File: src/inc/prt_pkg.sv
/*
  Constants shared by the periodic timer: register offsets, field positions,
  reset values and mode encodings.
  Assumes a 3-bit word address and 16-bit register data on the software port.
*/
package prt_pkg;
  localparam int          ADDR_W        = 3;
  localparam int          DATA_W        = 16;
  localparam int          CNT_W         = 10;

  // Register offsets (word addresses).
  localparam logic [2:0]  OFS_CTRL1     = 3'h0;
  localparam logic [2:0]  OFS_CTRL0     = 3'h1;
  localparam logic [2:0]  OFS_CMPA      = 3'h2;
  localparam logic [2:0]  OFS_CMPP      = 3'h3;
  localparam logic [2:0]  OFS_COUNT     = 3'h4;
  localparam logic [2:0]  OFS_FLAGS     = 3'h5;

  // Field positions in timer_control_one.
  localparam int          BIT_MODE_HI   = 7;
  localparam int          BIT_MODE_LO   = 6;
  localparam int          BIT_PA_HI     = 5;
  localparam int          BIT_PA_LO     = 4;
  localparam int          BIT_OUT_LVL   = 3;
  localparam int          BIT_OUT_INV   = 2;
  localparam int          BIT_CLR_SRC   = 0;
  // Field positions in timer_control_zero.
  localparam int          BIT_RUN       = 3;
  localparam int          BIT_CAP_SRC   = 1;
  // Field positions in the flag register.
  localparam int          BIT_FLAG_P    = 1;
  localparam int          BIT_FLAG_A    = 0;

  // Reset values.
  localparam logic [15:0] RST_CTRL1     = 16'h0000;
  localparam logic [15:0] RST_CTRL0     = 16'h0000;
  localparam logic [9:0]  RST_CMP       = 10'h000;

  // Mode select encodings.
  localparam logic [1:0]  MODE_CMP      = 2'h0;
  localparam logic [1:0]  MODE_CAP      = 2'h1;
  localparam logic [1:0]  MODE_PWM      = 2'h2;
  localparam logic [1:0]  MODE_TMR      = 2'h3;

  // Pin action encodings.
  localparam logic [1:0]  PA_FORCE_LO   = 2'h0;
  localparam logic [1:0]  PA_FORCE_HI   = 2'h1;
  localparam logic [1:0]  PA_PWM        = 2'h2;
  localparam logic [1:0]  PA_SINGLE     = 2'h3;
  // Capture edge encodings share the pin action field.
  localparam logic [1:0]  PA_CAP_RISE   = 2'h0;
  localparam logic [1:0]  PA_CAP_FALL   = 2'h1;
  localparam logic [1:0]  PA_CAP_BOTH   = 2'h2;
endpackage

File: src/inc/prt_cnt_if.sv
/*
  Carrier between the timer control logic and the counter core.
  Assumes both ends run on the same clock.
*/
`timescale 1ns/1ps
interface prt_cnt_if;
  logic       run;       // Counter enabled.
  logic       run_rise;  // Run bit has just risen.
  logic       clr_p_en;  // Comparator P match clears the counter.
  logic       clr_a_en;  // Comparator A match clears the counter.
  logic [9:0] cmp_a;     // Comparator A value.
  logic [9:0] cmp_p;     // Comparator P value.
  logic [9:0] count;     // Counter value.
  logic       match_a;   // Comparator A match pulse.
  logic       match_p;   // Comparator P match pulse.

  modport core (input run, run_rise, clr_p_en, clr_a_en, cmp_a, cmp_p, output count, match_a, match_p);
  modport ctl  (output run, run_rise, clr_p_en, clr_a_en, cmp_a, cmp_p, input count, match_a, match_p);
endinterface

File: src/logic/prt_edge.sv
/*
  Rising and falling edge detector for a pin.
  Assumes the pin is already synchronous to the clock.
*/
`timescale 1ns/1ps
module prt_edge (
  input  wire logic clock,   // System clock.
  input  wire logic rst_n,   // Asynchronous reset, active low.
  input  wire logic pin,     // Sampled pin level.
  output wire logic rise,    // Low to high this cycle.
  output wire logic fall     // High to low this cycle.
);
  logic prev_r;

  // Previous level of the pin.
  always_ff @(posedge clock or negedge rst_n) begin
    if (!rst_n) begin
      prev_r <= 1'b0;
    end else begin
      prev_r <= pin;
    end
  end

  // Edges compare the present level with the previous one.
  assign rise = pin & ~prev_r;
  assign fall = ~pin & prev_r;
endmodule

File: src/logic/prt_core.sv
/*
  Ten-bit counter with comparators A and P.
  Assumes the control side raises run_rise for one cycle when counting starts.
*/
`timescale 1ns/1ps
module prt_core (
  input  wire logic clock,   // System clock.
  input  wire logic rst_n,   // Asynchronous reset, active low.
  prt_cnt_if.core   cif      // Counter control and results.
);
  import prt_pkg::*;

  logic [CNT_W-1:0] count_r;
  logic [CNT_W-1:0] count_nxt;
  logic [CNT_W-1:0] p_last;
  logic             live;
  logic             clear;

  // A P value of zero wraps to the full count, so the period is P counts.
  assign p_last      = cif.cmp_p - 10'h001;
  assign live        = cif.run & ~cif.run_rise;
  assign cif.match_a = live & (count_r == cif.cmp_a);
  assign cif.match_p = live & (count_r == p_last);
  assign clear       = (cif.match_p & cif.clr_p_en) | (cif.match_a & cif.clr_a_en);
  assign cif.count   = count_r;

  // Restart on run rise, hold while run is low, clear on the selected match, else advance by one.
  assign count_nxt = cif.run_rise ? 10'h000 :
                     !cif.run     ? count_r :
                     clear        ? 10'h000 : count_r + 10'h001;

  always_ff @(posedge clock or negedge rst_n) begin
    if (!rst_n) begin
      count_r <= 10'h000;
    end else begin
      count_r <= count_nxt;
    end
  end
endmodule

File: src/logic/prt_top.sv
/*
  Periodic timer with PWM output, single pulse output and capture input modes,
  reached by a plain register port.
  Assumes pins are synchronous to the clock and the bus strobes are one cycle.

*/
`timescale 1ns/1ps
module prt_top (
  input  wire logic                  clock,            // System clock, 40 MHz.
  input  wire logic                  rst_n,            // Asynchronous reset, active low.
  input  wire logic [prt_pkg::ADDR_W-1:0] reg_addr,    // Register word address.
  input  wire logic [prt_pkg::DATA_W-1:0] reg_wdata,   // Register write data.
  input  wire logic                  reg_wr,           // Write strobe.
  input  wire logic                  reg_rd,           // Read strobe.
  output wire logic [prt_pkg::DATA_W-1:0] reg_rdata,   // Read data, cycle after the strobe.
  input  wire logic                  timer_io_pin_i,   // I/O pin level in.
  output wire logic                  timer_io_pin_o,   // I/O pin level out.
  output wire logic                  timer_io_pin_oe,  // I/O pin driven when high.
  input  wire logic                  timer_clock_pin,  // Timer clock pin level.
  output wire logic                  match_a_flag,     // Sticky comparator A or capture flag.
  output wire logic                  match_p_flag      // Sticky comparator P flag.
);
  import prt_pkg::*;

  // Register select: a strobe qualified by one word address.
  function automatic logic reg_hit(input logic              strobe,
                                   input logic [ADDR_W-1:0] addr,
                                   input logic [ADDR_W-1:0] ofs);
    reg_hit = strobe & (addr == ofs);
  endfunction

  // Zero-extends a counter-width value to a register word; upper bits read zero.
  function automatic logic [DATA_W-1:0] to_word(input logic [CNT_W-1:0] v);
    to_word = {6'h00, v};
  endfunction

  // Control, flag, pin and read data registers.
  logic [1:0]        mode_select_r;
  logic [1:0]        pin_action_r;
  logic              output_level_ctl_r;
  logic              output_invert_r;
  logic              clear_source_sel_r;
  logic              run_bit_r;
  logic              run_prev_r;
  logic              capture_source_sel_r;
  logic [CNT_W-1:0]  compare_a_value_r;
  logic [CNT_W-1:0]  compare_p_value_r;
  logic              flag_a_r;
  logic              flag_p_r;
  logic              pin_o_r;
  logic              pin_oe_r;
  logic [DATA_W-1:0] rdata_r;

  // Next values.
  logic              run_bit_nxt;
  logic [CNT_W-1:0]  compare_a_value_nxt;
  logic              flag_a_nxt;
  logic              flag_p_nxt;
  logic              pin_o_nxt;
  logic              pin_oe_nxt;
  logic [DATA_W-1:0] rdata_nxt;

  // Decode and status wires.
  logic              wr_ctrl1;
  logic              wr_ctrl0;
  logic              wr_cmpa;
  logic              wr_cmpp;
  logic              wr_flags;
  logic              mode_cap;
  logic              mode_pwm;
  logic              mode_single;
  logic              mode_cmp;
  logic              io_rise;
  logic              io_fall;
  logic              ck_rise;
  logic              ck_fall;
  logic              cap_rise;
  logic              cap_fall;
  logic              cap_hit;
  logic              single_trig;
  logic              single_end;
  logic              set_a;
  logic              set_p;
  logic              wave_active;
  logic              wave_level;
  logic              pin_raw;
  logic [DATA_W-1:0] ctrl1_view;
  logic [DATA_W-1:0] ctrl0_view;
  logic [DATA_W-1:0] rd_mux;

  prt_cnt_if cif ();

  // Counter core and pin edge detectors.
  prt_core u_core (
    .clock (clock),
    .rst_n (rst_n),
    .cif   (cif.core)
  );

  prt_edge u_io_edge (
    .clock (clock),
    .rst_n (rst_n),
    .pin   (timer_io_pin_i),
    .rise  (io_rise),
    .fall  (io_fall)
  );

  prt_edge u_ck_edge (
    .clock (clock),
    .rst_n (rst_n),
    .pin   (timer_clock_pin),
    .rise  (ck_rise),
    .fall  (ck_fall)
  );

  // Write strobe decode.
  assign wr_ctrl1 = reg_hit(reg_wr, reg_addr, OFS_CTRL1);
  assign wr_ctrl0 = reg_hit(reg_wr, reg_addr, OFS_CTRL0);
  assign wr_cmpa  = reg_hit(reg_wr, reg_addr, OFS_CMPA);
  assign wr_cmpp  = reg_hit(reg_wr, reg_addr, OFS_CMPP);
  assign wr_flags = reg_hit(reg_wr, reg_addr, OFS_FLAGS);

  // Mode decode; software picks the mode and pin action pair.
  assign mode_cap    = (mode_select_r == MODE_CAP);
  assign mode_pwm    = (mode_select_r == MODE_PWM) & (pin_action_r != PA_SINGLE);
  assign mode_single = (mode_select_r == MODE_PWM) & (pin_action_r == PA_SINGLE);
  assign mode_cmp    = (mode_select_r == MODE_CMP) | (mode_select_r == MODE_TMR);

  // Counter steering; single pulse mode never clears on a match.
  assign cif.run      = run_bit_r;
  assign cif.run_rise = run_bit_r & ~run_prev_r;
  assign cif.clr_p_en = mode_pwm | mode_cap | (mode_cmp & ~clear_source_sel_r);
  assign cif.clr_a_en = mode_cmp & clear_source_sel_r;
  assign cif.cmp_a    = compare_a_value_r;
  assign cif.cmp_p    = compare_p_value_r;

  // Capture source and active edge selection.
  assign cap_rise = capture_source_sel_r ? ck_rise : io_rise;
  assign cap_fall = capture_source_sel_r ? ck_fall : io_fall;
  assign cap_hit  = mode_cap & run_bit_r &
                    (((pin_action_r == PA_CAP_RISE) & cap_rise) |
                     ((pin_action_r == PA_CAP_FALL) & cap_fall) |
                     ((pin_action_r == PA_CAP_BOTH) & (cap_rise | cap_fall)));

  // Single pulse start by clock pin edge, end by comparator A.
  assign single_trig = mode_single & ck_rise;
  assign single_end  = mode_single & cif.match_a;

  // Run bit: software write, then hardware clear, then hardware set wins.
  assign run_bit_nxt = single_trig ? 1'b1 :
                       single_end  ? 1'b0 :
                       wr_ctrl0    ? reg_wdata[BIT_RUN] : run_bit_r;

  // Capture overrides a software write to the A compare value.
  assign compare_a_value_nxt = cap_hit ? cif.count :
                               wr_cmpa ? reg_wdata[CNT_W-1:0] : compare_a_value_r;

  // Flag sources; P matches raise nothing in single pulse mode.
  assign set_a = (cif.match_a & ~mode_cap) | cap_hit;
  assign set_p = cif.match_p & ~mode_single & ~(mode_cmp & clear_source_sel_r);

  // Write one clears a flag; a new event in the same cycle keeps it set.
  assign flag_a_nxt = (flag_a_r & ~(wr_flags & reg_wdata[BIT_FLAG_A])) | set_a;
  assign flag_p_nxt = (flag_p_r & ~(wr_flags & reg_wdata[BIT_FLAG_P])) | set_p;

  // Waveform: PWM active while count is below A, which covers A at or above the period.
  assign wave_active = run_bit_r & (mode_single ? 1'b1 : (cif.count < compare_a_value_r));
  assign wave_level  = wave_active ? output_level_ctl_r : ~output_level_ctl_r;

  // Forced levels only mask the pin; counting is untouched.
  assign pin_raw = (mode_pwm & (pin_action_r == PA_FORCE_LO)) ? 1'b0 :
                   (mode_pwm & (pin_action_r == PA_FORCE_HI)) ? 1'b1 : wave_level;
  assign pin_o_nxt  = (pin_raw ^ output_invert_r) & pin_oe_nxt;
  assign pin_oe_nxt = mode_pwm | mode_single;

  // Register read views.
  assign ctrl1_view = {8'h00, mode_select_r, pin_action_r, output_level_ctl_r,
                       output_invert_r, 1'b0, clear_source_sel_r};
  assign ctrl0_view = {12'h000, run_bit_r, 1'b0, capture_source_sel_r, 1'b0};

  // Read multiplexer; unmapped addresses read zero.
  always_comb begin
    unique case (reg_addr)
      OFS_CTRL1: rd_mux = ctrl1_view;
      OFS_CTRL0: rd_mux = ctrl0_view;
      OFS_CMPA:  rd_mux = to_word(compare_a_value_r);
      OFS_CMPP:  rd_mux = to_word(compare_p_value_r);
      OFS_COUNT: rd_mux = to_word(cif.count);
      OFS_FLAGS: rd_mux = {14'h0000, flag_p_r, flag_a_r};
      default:   rd_mux = 16'h0000;
    endcase
  end

  // Read data stands only in the cycle after the strobe.
  assign rdata_nxt = reg_rd ? rd_mux : 16'h0000;

  // Control register stores.
  always_ff @(posedge clock or negedge rst_n) begin
    if (!rst_n) begin
      mode_select_r        <= RST_CTRL1[BIT_MODE_HI:BIT_MODE_LO];
      pin_action_r         <= RST_CTRL1[BIT_PA_HI:BIT_PA_LO];
      output_level_ctl_r   <= RST_CTRL1[BIT_OUT_LVL];
      output_invert_r      <= RST_CTRL1[BIT_OUT_INV];
      clear_source_sel_r   <= RST_CTRL1[BIT_CLR_SRC];
      capture_source_sel_r <= RST_CTRL0[BIT_CAP_SRC];
    end else if (wr_ctrl1) begin
      mode_select_r        <= reg_wdata[BIT_MODE_HI:BIT_MODE_LO];
      pin_action_r         <= reg_wdata[BIT_PA_HI:BIT_PA_LO];
      output_level_ctl_r   <= reg_wdata[BIT_OUT_LVL];
      output_invert_r      <= reg_wdata[BIT_OUT_INV];
      clear_source_sel_r   <= reg_wdata[BIT_CLR_SRC];
    end else if (wr_ctrl0) begin
      capture_source_sel_r <= reg_wdata[BIT_CAP_SRC];
    end
  end

  // Comparator A value; both capture and software load it.
  always_ff @(posedge clock or negedge rst_n) begin
    if (!rst_n) begin
      compare_a_value_r <= RST_CMP;
    end else begin
      compare_a_value_r <= compare_a_value_nxt;
    end
  end

  // Comparator P value; only software loads it.
  always_ff @(posedge clock or negedge rst_n) begin
    if (!rst_n) begin
      compare_p_value_r <= RST_CMP;
    end else begin
      compare_p_value_r <= wr_cmpp ? reg_wdata[CNT_W-1:0] : compare_p_value_r;
    end
  end

  // Run bit and its previous value; together they mark a run rise.
  always_ff @(posedge clock or negedge rst_n) begin
    if (!rst_n) begin
      run_bit_r  <= RST_CTRL0[BIT_RUN];
      run_prev_r <= RST_CTRL0[BIT_RUN];
    end else begin
      run_bit_r  <= run_bit_nxt;
      run_prev_r <= run_bit_r;
    end
  end

  // Sticky event flags.
  always_ff @(posedge clock or negedge rst_n) begin
    if (!rst_n) begin
      flag_a_r <= 1'b0;
      flag_p_r <= 1'b0;
    end else begin
      flag_a_r <= flag_a_nxt;
      flag_p_r <= flag_p_nxt;
    end
  end

  // Pin level and enable are registered so a mode change cannot glitch the pin.
  always_ff @(posedge clock or negedge rst_n) begin
    if (!rst_n) begin
      pin_o_r  <= 1'b0;
      pin_oe_r <= 1'b0;
    end else begin
      pin_o_r  <= pin_o_nxt;
      pin_oe_r <= pin_oe_nxt;
    end
  end

  // Read data register; it returns to zero after one cycle.
  always_ff @(posedge clock or negedge rst_n) begin
    if (!rst_n) begin
      rdata_r <= 16'h0000;
    end else begin
      rdata_r <= rdata_nxt;
    end
  end

  // Outputs come straight from flip-flops.
  assign reg_rdata       = rdata_r;
  assign timer_io_pin_o  = pin_o_r;
  assign timer_io_pin_oe = pin_oe_r;
  assign match_a_flag    = flag_a_r;
  assign match_p_flag    = flag_p_r;
endmodule

File: config.mk
export PLATFORM = sky130hd
export DESIGN_NAME = prt_top
export DESIGN_NICKNAME = d
export VERILOG_FILES = /design/src/inc/prt_pkg.sv /design/src/inc/prt_cnt_if.sv /design/src/logic/prt_edge.sv /design/src/logic/prt_core.sv /design/src/logic/prt_top.sv
export SDC_FILE = /design/constraint.sdc
export NUM_CORES = 1
export LEC_CHECK = 0
export BUFFER_PORTS_ARGS = -buffer_cell sky130_fd_sc_hd__buf_2
export CORE_ASPECT_RATIO = 0.5
export CORE_MARGIN = 2
export CORE_UTILIZATION = 60
export DETAILED_ROUTE_END_ITERATION = 10
export PLACE_DENSITY = 0.82
export REMOVE_ABC_BUFFERS = 1
export SYNTH_ARGS = -nofsm -noshare
export SYNTH_HDL_FRONTEND = slang
export SYNTH_SLANG_ARGS = --single-unit
File: constraint.sdc
create_clock -name clock -period 4 [get_ports clock]
set_clock_uncertainty 0.15 [all_clocks]
set_input_delay 0.4 -clock clock [delete_from_list [all_inputs] [get_ports clock]]
set_output_delay 0.4 -clock clock [all_outputs]
set_load 0.01 [all_outputs]
==> impl_results.html, run 1 <==
<table>
<tr><th>Metric</th><th>Value</th></tr>
<tr><th colspan="2">Synthesis</th></tr>
<tr><td>Avg Inst Size Synth</td><td>between 9 and 10 um2</td></tr>
<tr><td>Number of enable flip-flop cells after synthesis</td><td>0</td></tr>
<tr><td>Share of flip-flops with an asynchronous set or reset after synthesis</td><td>1.000</td></tr>
<tr><td>Number of different library cells in the post-synthesis netlist</td><td>58</td></tr>
<tr><td>Warnings from Yosys</td><td>0</td></tr>
<tr><td>Total standard cell area after synthesis</td><td>3495 um2</td></tr>
<tr><td>Post-synthesis sequential area ratio</td><td>0.4010</td></tr>
<tr><td>Leading register cell type out of synthesis</td><td>sky130_fd_sc_hd__dfrtp_1</td></tr>
<tr><td>Post-Syn Instances</td><td>roughly 370</td></tr>
<tr><td>Number of storage elements in the synthesis netlist</td><td>56</td></tr>
<tr><th colspan="2">Pwr</th></tr>
<tr><td>Total power divided by cell area</td><td>between 500 and 600 nW/um2</td></tr>
<tr><td>Total power</td><td>0.001951 W</td></tr>
<tr><td>Maximum resistive drop on vdd</td><td>0.0002963 V</td></tr>
<tr><td>LEAKAGE</td><td>between 1.5 and 2 nW</td></tr>
<tr><th colspan="2">Finish</th></tr>
<tr><td>Post-layout net count</td><td>430</td></tr>
<tr><td>Fraction of final layout cells sized beyond drive strength 1</td><td>0.1913</td></tr>
<tr><td>Final design instance area without fill</td><td>3772 um2</td></tr>
<tr><td>Commonest cells after routing, fill and taps aside</td><td>56 x sky130_fd_sc_hd__dfrtp_1, 34 x sky130_fd_sc_hd__nor2_1, 32 x sky130_fd_sc_hd__buf_2, 25 x sky130_fd_sc_hd__inv_1, 25 x sky130_fd_sc_hd__nand2_1</td></tr>
<tr><td>Antenna cells</td><td>0</td></tr>
<tr><td>Area growth from synthesis to layout</td><td>7.948%</td></tr>
<tr><td>FILL cells</td><td>406</td></tr>
<tr><td>Most frequent standard cell in the layout excluding fill and tap cells</td><td>sky130_fd_sc_hd__dfrtp_1</td></tr>
<tr><th colspan="2">Critical path</th></tr>
<tr><td>Total stage count of the critical path</td><td>8</td></tr>
<tr><td>Peak per-stage delay on the critical path</td><td>~0.56 ns</td></tr>
<tr><td>Slowest CP cell</td><td>sky130_fd_sc_hd__dfrtp_1</td></tr>
<tr><td>Slack of the worst reg-to-reg path</td><td>1.06 ns</td></tr>
<tr><td>CP bufs+invs</td><td>0</td></tr>
<tr><td>Number of cells on the worst reg-to-reg path</td><td>8</td></tr>
<tr><td>CP endpoint kind</td><td>flip-flop</td></tr>
<tr><td>Category of the worst setup path launch point</td><td>flip-flop</td></tr>
<tr><td>Arrival time of data at the critical path endpoint</td><td>approximately 3.0 ns</td></tr>
<tr><td>Required time of the critical path</td><td>4.03 ns</td></tr>
<tr><td>Crit path top cell by count</td><td>sky130_fd_sc_hd__nand4_1</td></tr>
<tr><td>Top delay family on crit path</td><td>compound AO/OA/AOI/OAI gates</td></tr>
<tr><td>Cells along the critical path</td><td>ha_1 -&gt; nand4_1 -&gt; nor2_1 -&gt; nand4_1 -&gt; o21ai_0 -&gt; a21oi_2 -&gt; and3_2 -&gt; a221o_2</td></tr>
<tr><td>Worst-path maximum fanout</td><td>14</td></tr>
<tr><td>Setup Crit Path Kind</td><td>flip-flop to flip-flop</td></tr>
<tr><th colspan="2">Global routing</th></tr>
<tr><td>Vias in the first global route</td><td>2876</td></tr>
<tr><td>Largest net degree at the start of global routing</td><td>31</td></tr>
<tr><td>Combined global-route utilization of all metal layers</td><td>0.2842</td></tr>
<tr><td>GR Util met2</td><td>0.4580</td></tr>
<tr><td>Remaining global-route overflow</td><td>0</td></tr>
<tr><td>Most heavily used metal layer in global routing</td><td>met2</td></tr>
<tr><td>Antenna violations before repair</td><td>0</td></tr>
<tr><td>Global-route wire length before repair</td><td>14240 um</td></tr>
<tr><td>Global routing met3 resource utilization</td><td>0.08264</td></tr>
<tr><td>Global Route met1 Usage</td><td>0.3819</td></tr>
<tr><th colspan="2">Timing</th></tr>
<tr><td>RSZ-0062 raised after global routing</td><td>no</td></tr>
<tr><td>Final setup TNS</td><td>0 ns</td></tr>
<tr><td>Fmax achieved</td><td>0.3404 GHz</td></tr>
<tr><td>Crit path time final</td><td>2.938 ns</td></tr>
<tr><td>Worst Tran Pin Value</td><td>1.207 ns</td></tr>
<tr><td>Period Utilization, post-route</td><td>0.7344</td></tr>
<tr><td>Final-report setup violation count</td><td>0</td></tr>
<tr><td>Number of hold violations in the final report</td><td>0</td></tr>
<tr><td>Count of pins over their slew limit</td><td>0</td></tr>
<tr><td>Max transition margin</td><td>0.1910</td></tr>
<tr><th colspan="2">Floorplan</th></tr>
<tr><td>I/O pin total</td><td>45</td></tr>
<tr><td>Die Outline Area</td><td>roughly 6500 um2</td></tr>
<tr><td>Initial standard-cell utilization of the core</td><td>0.6309</td></tr>
<tr><td>Die extent in y</td><td>57.97 um</td></tr>
<tr><td>Total core area</td><td>~5500 um2</td></tr>
<tr><td>Num rows</td><td>19</td></tr>
<tr><td>DIE WIDTH</td><td>111.9 um</td></tr>
<tr><th colspan="2">Clock network</th></tr>
<tr><td>Clock tree root buffer cell</td><td>sky130_fd_sc_hd__clkbuf_16</td></tr>
<tr><td>Clock-pin slew of the registers on the worst-case setup and hold paths</td><td>~0.08 ns</td></tr>
<tr><td>Clock sink count</td><td>between 50 and 60</td></tr>
<tr><td>Clock tree from TritonCTS</td><td>built</td></tr>
<tr><td>Largest buffer count on any clock path</td><td>2</td></tr>
<tr><td>Deepest level of the CTS H-tree</td><td>2</td></tr>
<tr><td>Hold buffers post-CTS</td><td>1</td></tr>
<tr><td>Clock insertion delay at the later pin of the skew report</td><td>approximately 0.30 ns</td></tr>
<tr><td>Number of buffers created by CTS</td><td>5</td></tr>
<tr><td>Number of setup buffers added after CTS</td><td>0</td></tr>
<tr><td>Total of cells resized after clock tree synthesis</td><td>0</td></tr>
<tr><th colspan="2">Place</th></tr>
<tr><td>Total cell area at the placement stage</td><td>3615 um2</td></tr>
<tr><td>Final RePlAce weighted congestion</td><td>around 0.88</td></tr>
<tr><td># port buffers</td><td>32</td></tr>
<tr><td>Estimated wirelength of the detail-placed design</td><td>~6200 um</td></tr>
<tr><th colspan="2">Worst hold path</th></tr>
<tr><td>Hold Path Depth</td><td>1</td></tr>
<tr><td>Hold WC Path Type</td><td>input pin to flip-flop</td></tr>
<tr><th colspan="2">Route</th></tr>
<tr><td>Total wire length</td><td>8729 um</td></tr>
<tr><td>Via-per-instance ratio</td><td>approximately 6.5</td></tr>
<tr><td>First DRT Iteration DRCs</td><td>301</td></tr>
<tr><td>Detailed-route DRC error count</td><td>0</td></tr>
<tr><td>Post-detailed-route wirelength per cell</td><td>18.77 um</td></tr>
<tr><td>Detail Route Antenna Nets</td><td>0</td></tr>
<tr><td>Routed vias</td><td>3005</td></tr>
<tr><td>Number of iterations in the first detailed-routing pass</td><td>5</td></tr>
<tr><th colspan="2">Run status</th></tr>
<tr><td>Result of the run</td><td>completed</td></tr>
<tr><th colspan="2">Job</th></tr>
<tr><td>Number of max-cap violations</td><td>0</td></tr>
</table>
## cell usage after synthesis (3+ instances only)
master,instances,share of area
sky130_fd_sc_hd__dfrtp_1,56,0.40
sky130_fd_sc_hd__nor2_1,34,0.037
sky130_fd_sc_hd__inv_1,25,0.027
sky130_fd_sc_hd__nand2_1,25,0.027
sky130_fd_sc_hd__a21oi_1,23,0.033
sky130_fd_sc_hd__o21ai_0,19,0.027
sky130_fd_sc_hd__mux2_2,16,0.052
sky130_fd_sc_hd__mux2i_1,16,0.046
sky130_fd_sc_hd__clkbuf_1,14,0.015
sky130_fd_sc_hd__ha_1,14,0.050
sky130_fd_sc_hd__nand3_1,12,0.017
sky130_fd_sc_hd__a22oi_1,11,0.024
sky130_fd_sc_hd__nand4_1,8,0.014
sky130_fd_sc_hd__buf_4,7,0.015
sky130_fd_sc_hd__nor3_1,7,0.010
sky130_fd_sc_hd__o22a_1,6,0.015
sky130_fd_sc_hd__xnor2_1,6,0.015
sky130_fd_sc_hd__nor2b_1,5,0.0090
sky130_fd_sc_hd__xor2_1,5,0.013
sky130_fd_sc_hd__a32oi_1,4,0.010
sky130_fd_sc_hd__a21o_1,3,0.0064
sky130_fd_sc_hd__clkbuf_8,3,0.012
sky130_fd_sc_hd__or2_2,3,0.0054
## layer usage
| metal | vias up | wire length, um | share of wire |
|---|---|---|---|
| met1 | 1450 | 3559 | 0.41 |
| met2 | 178 | 3972 | 0.46 |
| li1 | 1353 | - | - |
| met3 | 24 | 1028 | 0.12 |
| met5 | - | 0 | 0 |
| met4 | 0 | 168 | 0.019 |
## metrics by stage
| stage | worst slack (ns) | std cells | utilization | hold WS, ns |
|---|---|---|---|---|
| 2_1_floorplan | 1.528 | 348 | - | -0.04559 |
| 3_3_place_gp | 1.263 | 456 | 0.6526 | 0.2939 |
| 3_5_place_dp | 1.193 | 456 | 0.6526 | 0.3084 |
| 4_1_cts | 1.158 | 465 | 0.6810 | 0.08923 |
| 5_1_grt | 0.9350 | 465 | 0.6810 | 0.09590 |
| 6_report | 1.063 | 465 | 0.6810 | 0.09031 |
## where the power goes
part | leakage (nW) | total (W) | internal [W] | switching (W)
Combinational | 0.942 | 0.000642 | 0.000283 | 0.000359
Clock | 0.0742 | 0.000451 | 0.000235 | 0.000215
Sequential | 0.705 | 0.000859 | 0.000696 | 0.000163
Total | 1.72 | 0.00195 | 0.00121 | 0.000737
## cells by family after synthesis
group / share of synthesized area
adder cells (fa/ha/maj): 0.05013
AND/OR/NAND/NOR: 0.1711
flip-flops: 0.4010
AO/OA/AOI/OAI: 0.1665
buffers and inverters: 0.07876
other: 0.001073
XOR/XNOR: 0.02757
multiplexers: 0.1038
## path summary, 6_finish.rpt
| kind | from | endpoint |
|---|---|---|
| setup / recovery | u_core.cif.count[6]$_DFFE_PN0P_ | u_core.cif.count[9]$_DFFE_PN0P_ |
| hold / removal | timer_clock_pin | u_ck_edge.prev_r$_DFF_PN0_ |
| setup reg to reg | u_core.cif.count[6]$_DFFE_PN0P_ | u_core.cif.count[9]$_DFFE_PN0P_ |
| hold reg to reg | u_ck_edge.prev_r$_DFF_PN0_ | cif.run$_DFFE_PN0P_ |
| max in group asynchronous | rst_n | clear_source_sel_r$_DFFE_PN0P_ |
| min in group asynchronous | rst_n | u_core.cif.count[5]$_DFFE_PN0P_ |
## worst register-to-register path, cell delays in order (launching register included)
cell	delay (ns)
sky130_fd_sc_hd__dfrtp_1	0.56
sky130_fd_sc_hd__ha_1	0.37
sky130_fd_sc_hd__nand4_1	0.11
sky130_fd_sc_hd__nor2_1	0.24
sky130_fd_sc_hd__nand4_1	0.26
sky130_fd_sc_hd__o21ai_0	0.40
sky130_fd_sc_hd__a21oi_2	0.18
sky130_fd_sc_hd__and3_2	0.25
sky130_fd_sc_hd__a221o_2	0.30
## final cells by class
type,instances,area (um2),share of cell area
Inverter,26,97.59,0.02587
Sequential cell,56,1401,0.3715
Clock buffer,5,125.1,0.03317
Tap cell,73,91.34,0.02421
Clock inverter,3,22.52,0.005970
Timing Repair Buffer,36,192.7,0.05108
Multi-Input combinational cell,266,1842,0.4882
## flip-flops by register name, indices dropped and copies added, names as in the netlist, 2 cells and up
signal            flops
u_core.cif.count     10
pin_action_r          2
cif.cmp_a            10
reg_rdata            10
cif.cmp_p            10
mode_select_r         2
No activity file was read; power rests on OpenSTA's default activity.
==> inputs of run 2 (changes only) <==
--- a/config.mk
+++ b/config.mk
@@ -8,9 +8,9 @@
 export BUFFER_PORTS_ARGS = -buffer_cell sky130_fd_sc_hd__buf_2
 export CORE_ASPECT_RATIO = 0.5
 export CORE_MARGIN = 2
-export CORE_UTILIZATION = 60
+export CORE_UTILIZATION = 53
 export DETAILED_ROUTE_END_ITERATION = 10
-export PLACE_DENSITY = 0.82
+export PLACE_DENSITY = 0.77
 export REMOVE_ABC_BUFFERS = 1
 export SYNTH_ARGS = -nofsm -noshare
 export SYNTH_HDL_FRONTEND = slang
==> constraint.sdc (replaced) <==
create_clock -name clock -period 2.7 [get_ports clock]
set_clock_uncertainty 0.15 [all_clocks]
set_input_delay 0.27 -clock clock [delete_from_list [all_inputs] [get_ports clock]]
set_output_delay 0.27 -clock clock [all_outputs]
set_load 0.01 [all_outputs]
==> impl_results.html, run 2 (synthesized netlist as in run 1, its figures left out) <==
<table>
<tr><th>Metric</th><th>Value</th></tr>
<tr><th colspan="2">Run status</th></tr>
<tr><td>Result of the run</td><td>completed</td></tr>
<tr><th colspan="2">Route</th></tr>
<tr><td>Via-per-instance ratio</td><td>6.106</td></tr>
<tr><td>Detailed-route DRC error count</td><td>0</td></tr>
<tr><td>Routed vias</td><td>3047</td></tr>
<tr><td>Post-detailed-route wirelength per cell</td><td>between 15 and 20 um</td></tr>
<tr><td>First DRT Iteration DRCs</td><td>between 200 and 300</td></tr>
<tr><td>Total wire length</td><td>roughly 9200 um</td></tr>
<tr><td>Detail Route Antenna Nets</td><td>0</td></tr>
<tr><td>Number of iterations in the first detailed-routing pass</td><td>5</td></tr>
<tr><th colspan="2">Floorplan</th></tr>
<tr><td>I/O pin total</td><td>45</td></tr>
<tr><td>DIE WIDTH</td><td>118.8 um</td></tr>
<tr><td>Total core area</td><td>6206 um2</td></tr>
<tr><td>Initial standard-cell utilization of the core</td><td>0.5631</td></tr>
<tr><td>Die Outline Area</td><td>7299 um2</td></tr>
<tr><td>Num rows</td><td>20</td></tr>
<tr><td>Die extent in y</td><td>61.42 um</td></tr>
<tr><th colspan="2">Clock network</th></tr>
<tr><td>Clock sink count</td><td>56</td></tr>
<tr><td>Clock tree from TritonCTS</td><td>built</td></tr>
<tr><td>Largest buffer count on any clock path</td><td>2</td></tr>
<tr><td>Clock insertion delay at the later pin of the skew report</td><td>slightly below 0.3 ns</td></tr>
<tr><td>Clock-pin slew of the registers on the worst-case setup and hold paths</td><td>0.07 ns</td></tr>
<tr><td>Deepest level of the CTS H-tree</td><td>2</td></tr>
<tr><td>Clock tree root buffer cell</td><td>sky130_fd_sc_hd__clkbuf_16</td></tr>
<tr><td>Number of buffers created by CTS</td><td>5</td></tr>
<tr><td>Number of setup buffers added after CTS</td><td>0</td></tr>
<tr><th colspan="2">Timing</th></tr>
<tr><td>Count of pins over their slew limit</td><td>0</td></tr>
<tr><td>RSZ-0062 raised after global routing</td><td>yes</td></tr>
<tr><td>Final-report setup violation count</td><td>0</td></tr>
<tr><td>Crit path time final</td><td>approximately 2.6 ns</td></tr>
<tr><td>Number of hold violations in the final report</td><td>0</td></tr>
<tr><td>Period Utilization, post-route</td><td>0.9603</td></tr>
<tr><td>Max transition margin</td><td>0.5404</td></tr>
<tr><td>Smallest setup slack after layout</td><td>roughly 0.11 ns</td></tr>
<tr><td>Worst Tran Pin Value</td><td>0.6879 ns</td></tr>
<tr><td>Fmax achieved</td><td>around 0.39 GHz</td></tr>
<tr><th colspan="2">Critical path</th></tr>
<tr><td>Crit Reg-Reg Startpoint</td><td>u_core.cif.count[7]$_DFFE_PN0P_</td></tr>
<tr><td>Arrival time of data at the critical path endpoint</td><td>2.62 ns</td></tr>
<tr><td>Setup Crit Path Kind</td><td>flip-flop to flip-flop</td></tr>
<tr><td>CP endpoint kind</td><td>flip-flop</td></tr>
<tr><td>Critical register-to-register path endpoint</td><td>u_core.cif.count[9]$_DFFE_PN0P_</td></tr>
<tr><td>Slack of the worst reg-to-reg path</td><td>0.11 ns</td></tr>
<tr><td>Required time of the critical path</td><td>between 2 and 3 ns</td></tr>
<tr><td>Worst-path maximum fanout</td><td>5</td></tr>
<tr><td>Number of cells on the worst reg-to-reg path</td><td>10</td></tr>
<tr><td>Category of the worst setup path launch point</td><td>flip-flop</td></tr>
<tr><td>CP Capture Point</td><td>u_core.cif.count[9]$_DFFE_PN0P_</td></tr>
<tr><td>Startpoint of the most critical setup path</td><td>u_core.cif.count[7]$_DFFE_PN0P_</td></tr>
<tr><th colspan="2">Pwr</th></tr>
<tr><td>LEAKAGE</td><td>about 1.8 nW</td></tr>
<tr><td>Total power</td><td>between 0.003 and 0.004 W</td></tr>
<tr><td>Maximum resistive drop on vdd</td><td>0.0003303 V</td></tr>
<tr><td>Total power divided by cell area</td><td>761.0 nW/um2</td></tr>
<tr><th colspan="2">Finish</th></tr>
<tr><td>Commonest cells after routing, fill and taps aside</td><td>56 x sky130_fd_sc_hd__dfrtp_1, 34 x sky130_fd_sc_hd__nor2_1, 32 x sky130_fd_sc_hd__buf_2, 25 x sky130_fd_sc_hd__inv_1, 25 x sky130_fd_sc_hd__nand2_1</td></tr>
<tr><td>Antenna cells</td><td>0</td></tr>
<tr><td>Fraction of final layout cells sized beyond drive strength 1</td><td>0.2287</td></tr>
<tr><td>Area growth from synthesis to layout</td><td>13.64%</td></tr>
<tr><td>Most frequent standard cell in the layout excluding fill and tap cells</td><td>sky130_fd_sc_hd__dfrtp_1</td></tr>
<tr><td>Post-route non-filler standard cell count</td><td>499</td></tr>
<tr><td>Post-layout net count</td><td>~450</td></tr>
<tr><td>FILL cells</td><td>between 500 and 600</td></tr>
<tr><td>Area taken by flip-flops and latches</td><td>1401 um2</td></tr>
<tr><td>Combined area of the multi-input logic cells</td><td>1852 um2</td></tr>
<tr><th colspan="2">Place</th></tr>
<tr><td>Estimated wirelength of the detail-placed design</td><td>~6800 um</td></tr>
<tr><td># port buffers</td><td>32</td></tr>
<tr><td>Number of cells after detailed placement</td><td>490</td></tr>
<tr><td>Setup Slack @ Placement</td><td>0.08922 ns</td></tr>
<tr><td>Final RePlAce weighted congestion</td><td>~0.93</td></tr>
<tr><th colspan="2">Global routing</th></tr>
<tr><td>Remaining global-route overflow</td><td>0</td></tr>
<tr><td>Vias in the first global route</td><td>2852</td></tr>
<tr><td>Largest net degree at the start of global routing</td><td>44</td></tr>
<tr><td>Antenna violations before repair</td><td>0</td></tr>
<tr><td>Global-route wire length before repair</td><td>14670 um</td></tr>
<tr><td>Combined global-route utilization of all metal layers</td><td>0.2642</td></tr>
<tr><th colspan="2">Job</th></tr>
<tr><td>Number of max-cap violations</td><td>0</td></tr>
<tr><th colspan="2">Worst hold path</th></tr>
<tr><td>Hold WC Path Type</td><td>input pin to flip-flop</td></tr>
</table>
run 2: area by class of cell:
| type | count | area share |
|---|---|---|
| repair buffers | 57 | 0.08948 |
| clock inverters | 1 | 0.007561 |
| inverters | 26 | 0.02457 |
| clock buffers | 5 | 0.03151 |
| well taps | 88 | 0.02773 |
| flip-flops and latches | 56 | 0.3529 |
| multi-input cells | 266 | 0.4663 |
run 2: how the worst min path moves through the flow:
stage,start,to,slack [ns],cells past startpoint
3_3_place_gp,rst_n,u_core.cif.count[5]$_DFFE_PN0P_,0.02,1
3_5_place_dp,rst_n,u_core.cif.count[5]$_DFFE_PN0P_,0.03,1
6_report,reg_wdata[8],cif.cmp_p[8]$_DFFE_PN0P_,0.08,2
2_1_floorplan,rst_n,capture_source_sel_r$_DFFE_PN0P_,-0.18,0
4_1_cts,reg_wdata[8],cif.cmp_p[8]$_DFFE_PN0P_,0.08,2
5_1_grt,reg_wdata[8],cif.cmp_p[8]$_DFFE_PN0P_,0.09,2
run 2: metal layers:
metal / GRT usage / share of wire / wire (um) / vias up
li1: - / - / - / 1390
met4: 0.06463 / 0.010 / 93 / 0
met2: 0.4310 / 0.45 / 4103 / 154
met1: 0.3660 / 0.44 / 4015 / 1492
met3: 0.06204 / 0.11 / 983 / 11
met5: 0 / 0 / 0 / -
run 2: worst max-delay path: stages, from the launching register on:
cell	delay, ns
sky130_fd_sc_hd__dfrtp_1	0.42
sky130_fd_sc_hd__buf_4	0.17
sky130_fd_sc_hd__ha_1	0.28
sky130_fd_sc_hd__nand4_1	0.12
sky130_fd_sc_hd__nor2_1	0.19
sky130_fd_sc_hd__nand4_1	0.23
sky130_fd_sc_hd__o21ai_2	0.22
sky130_fd_sc_hd__buf_4	0.14
sky130_fd_sc_hd__a21oi_2	0.05
sky130_fd_sc_hd__and3_2	0.21
sky130_fd_sc_hd__a221o_2	0.29
run 2: per-stage QoR:
stage,hold slack (ns),cell area (um2),util,TNS [ns]
floorplan,-0.1756,3336,-,0
global placement,0.02070,3776,0.6085,0
detailed placement,0.02697,3776,0.6085,0
CTS,0.07937,3961,0.6383,0
global route,0.08865,3971,0.6399,-0.009256
finish,0.08224,3971,0.6399,0
run 2: report_power, final:
| part | switching [W] | internal, W | leakage (nW) |
|---|---|---|---|
| clock network | 0.000285 | 0.000428 | 0.0757 |
| registers | 0.000227 | 0.00103 | 0.705 |
| logic | 0.000577 | 0.000474 | 1.05 |
| total | 0.00109 | 0.00193 | 1.83 |
run 2: timing repair:
item / CTS / global route
gates resized for setup: 0 / 4
endpoints found under the hold margin: 15 / 0
hold buffers: 3 / 0
endpoints found under the setup margin: 0 / 10
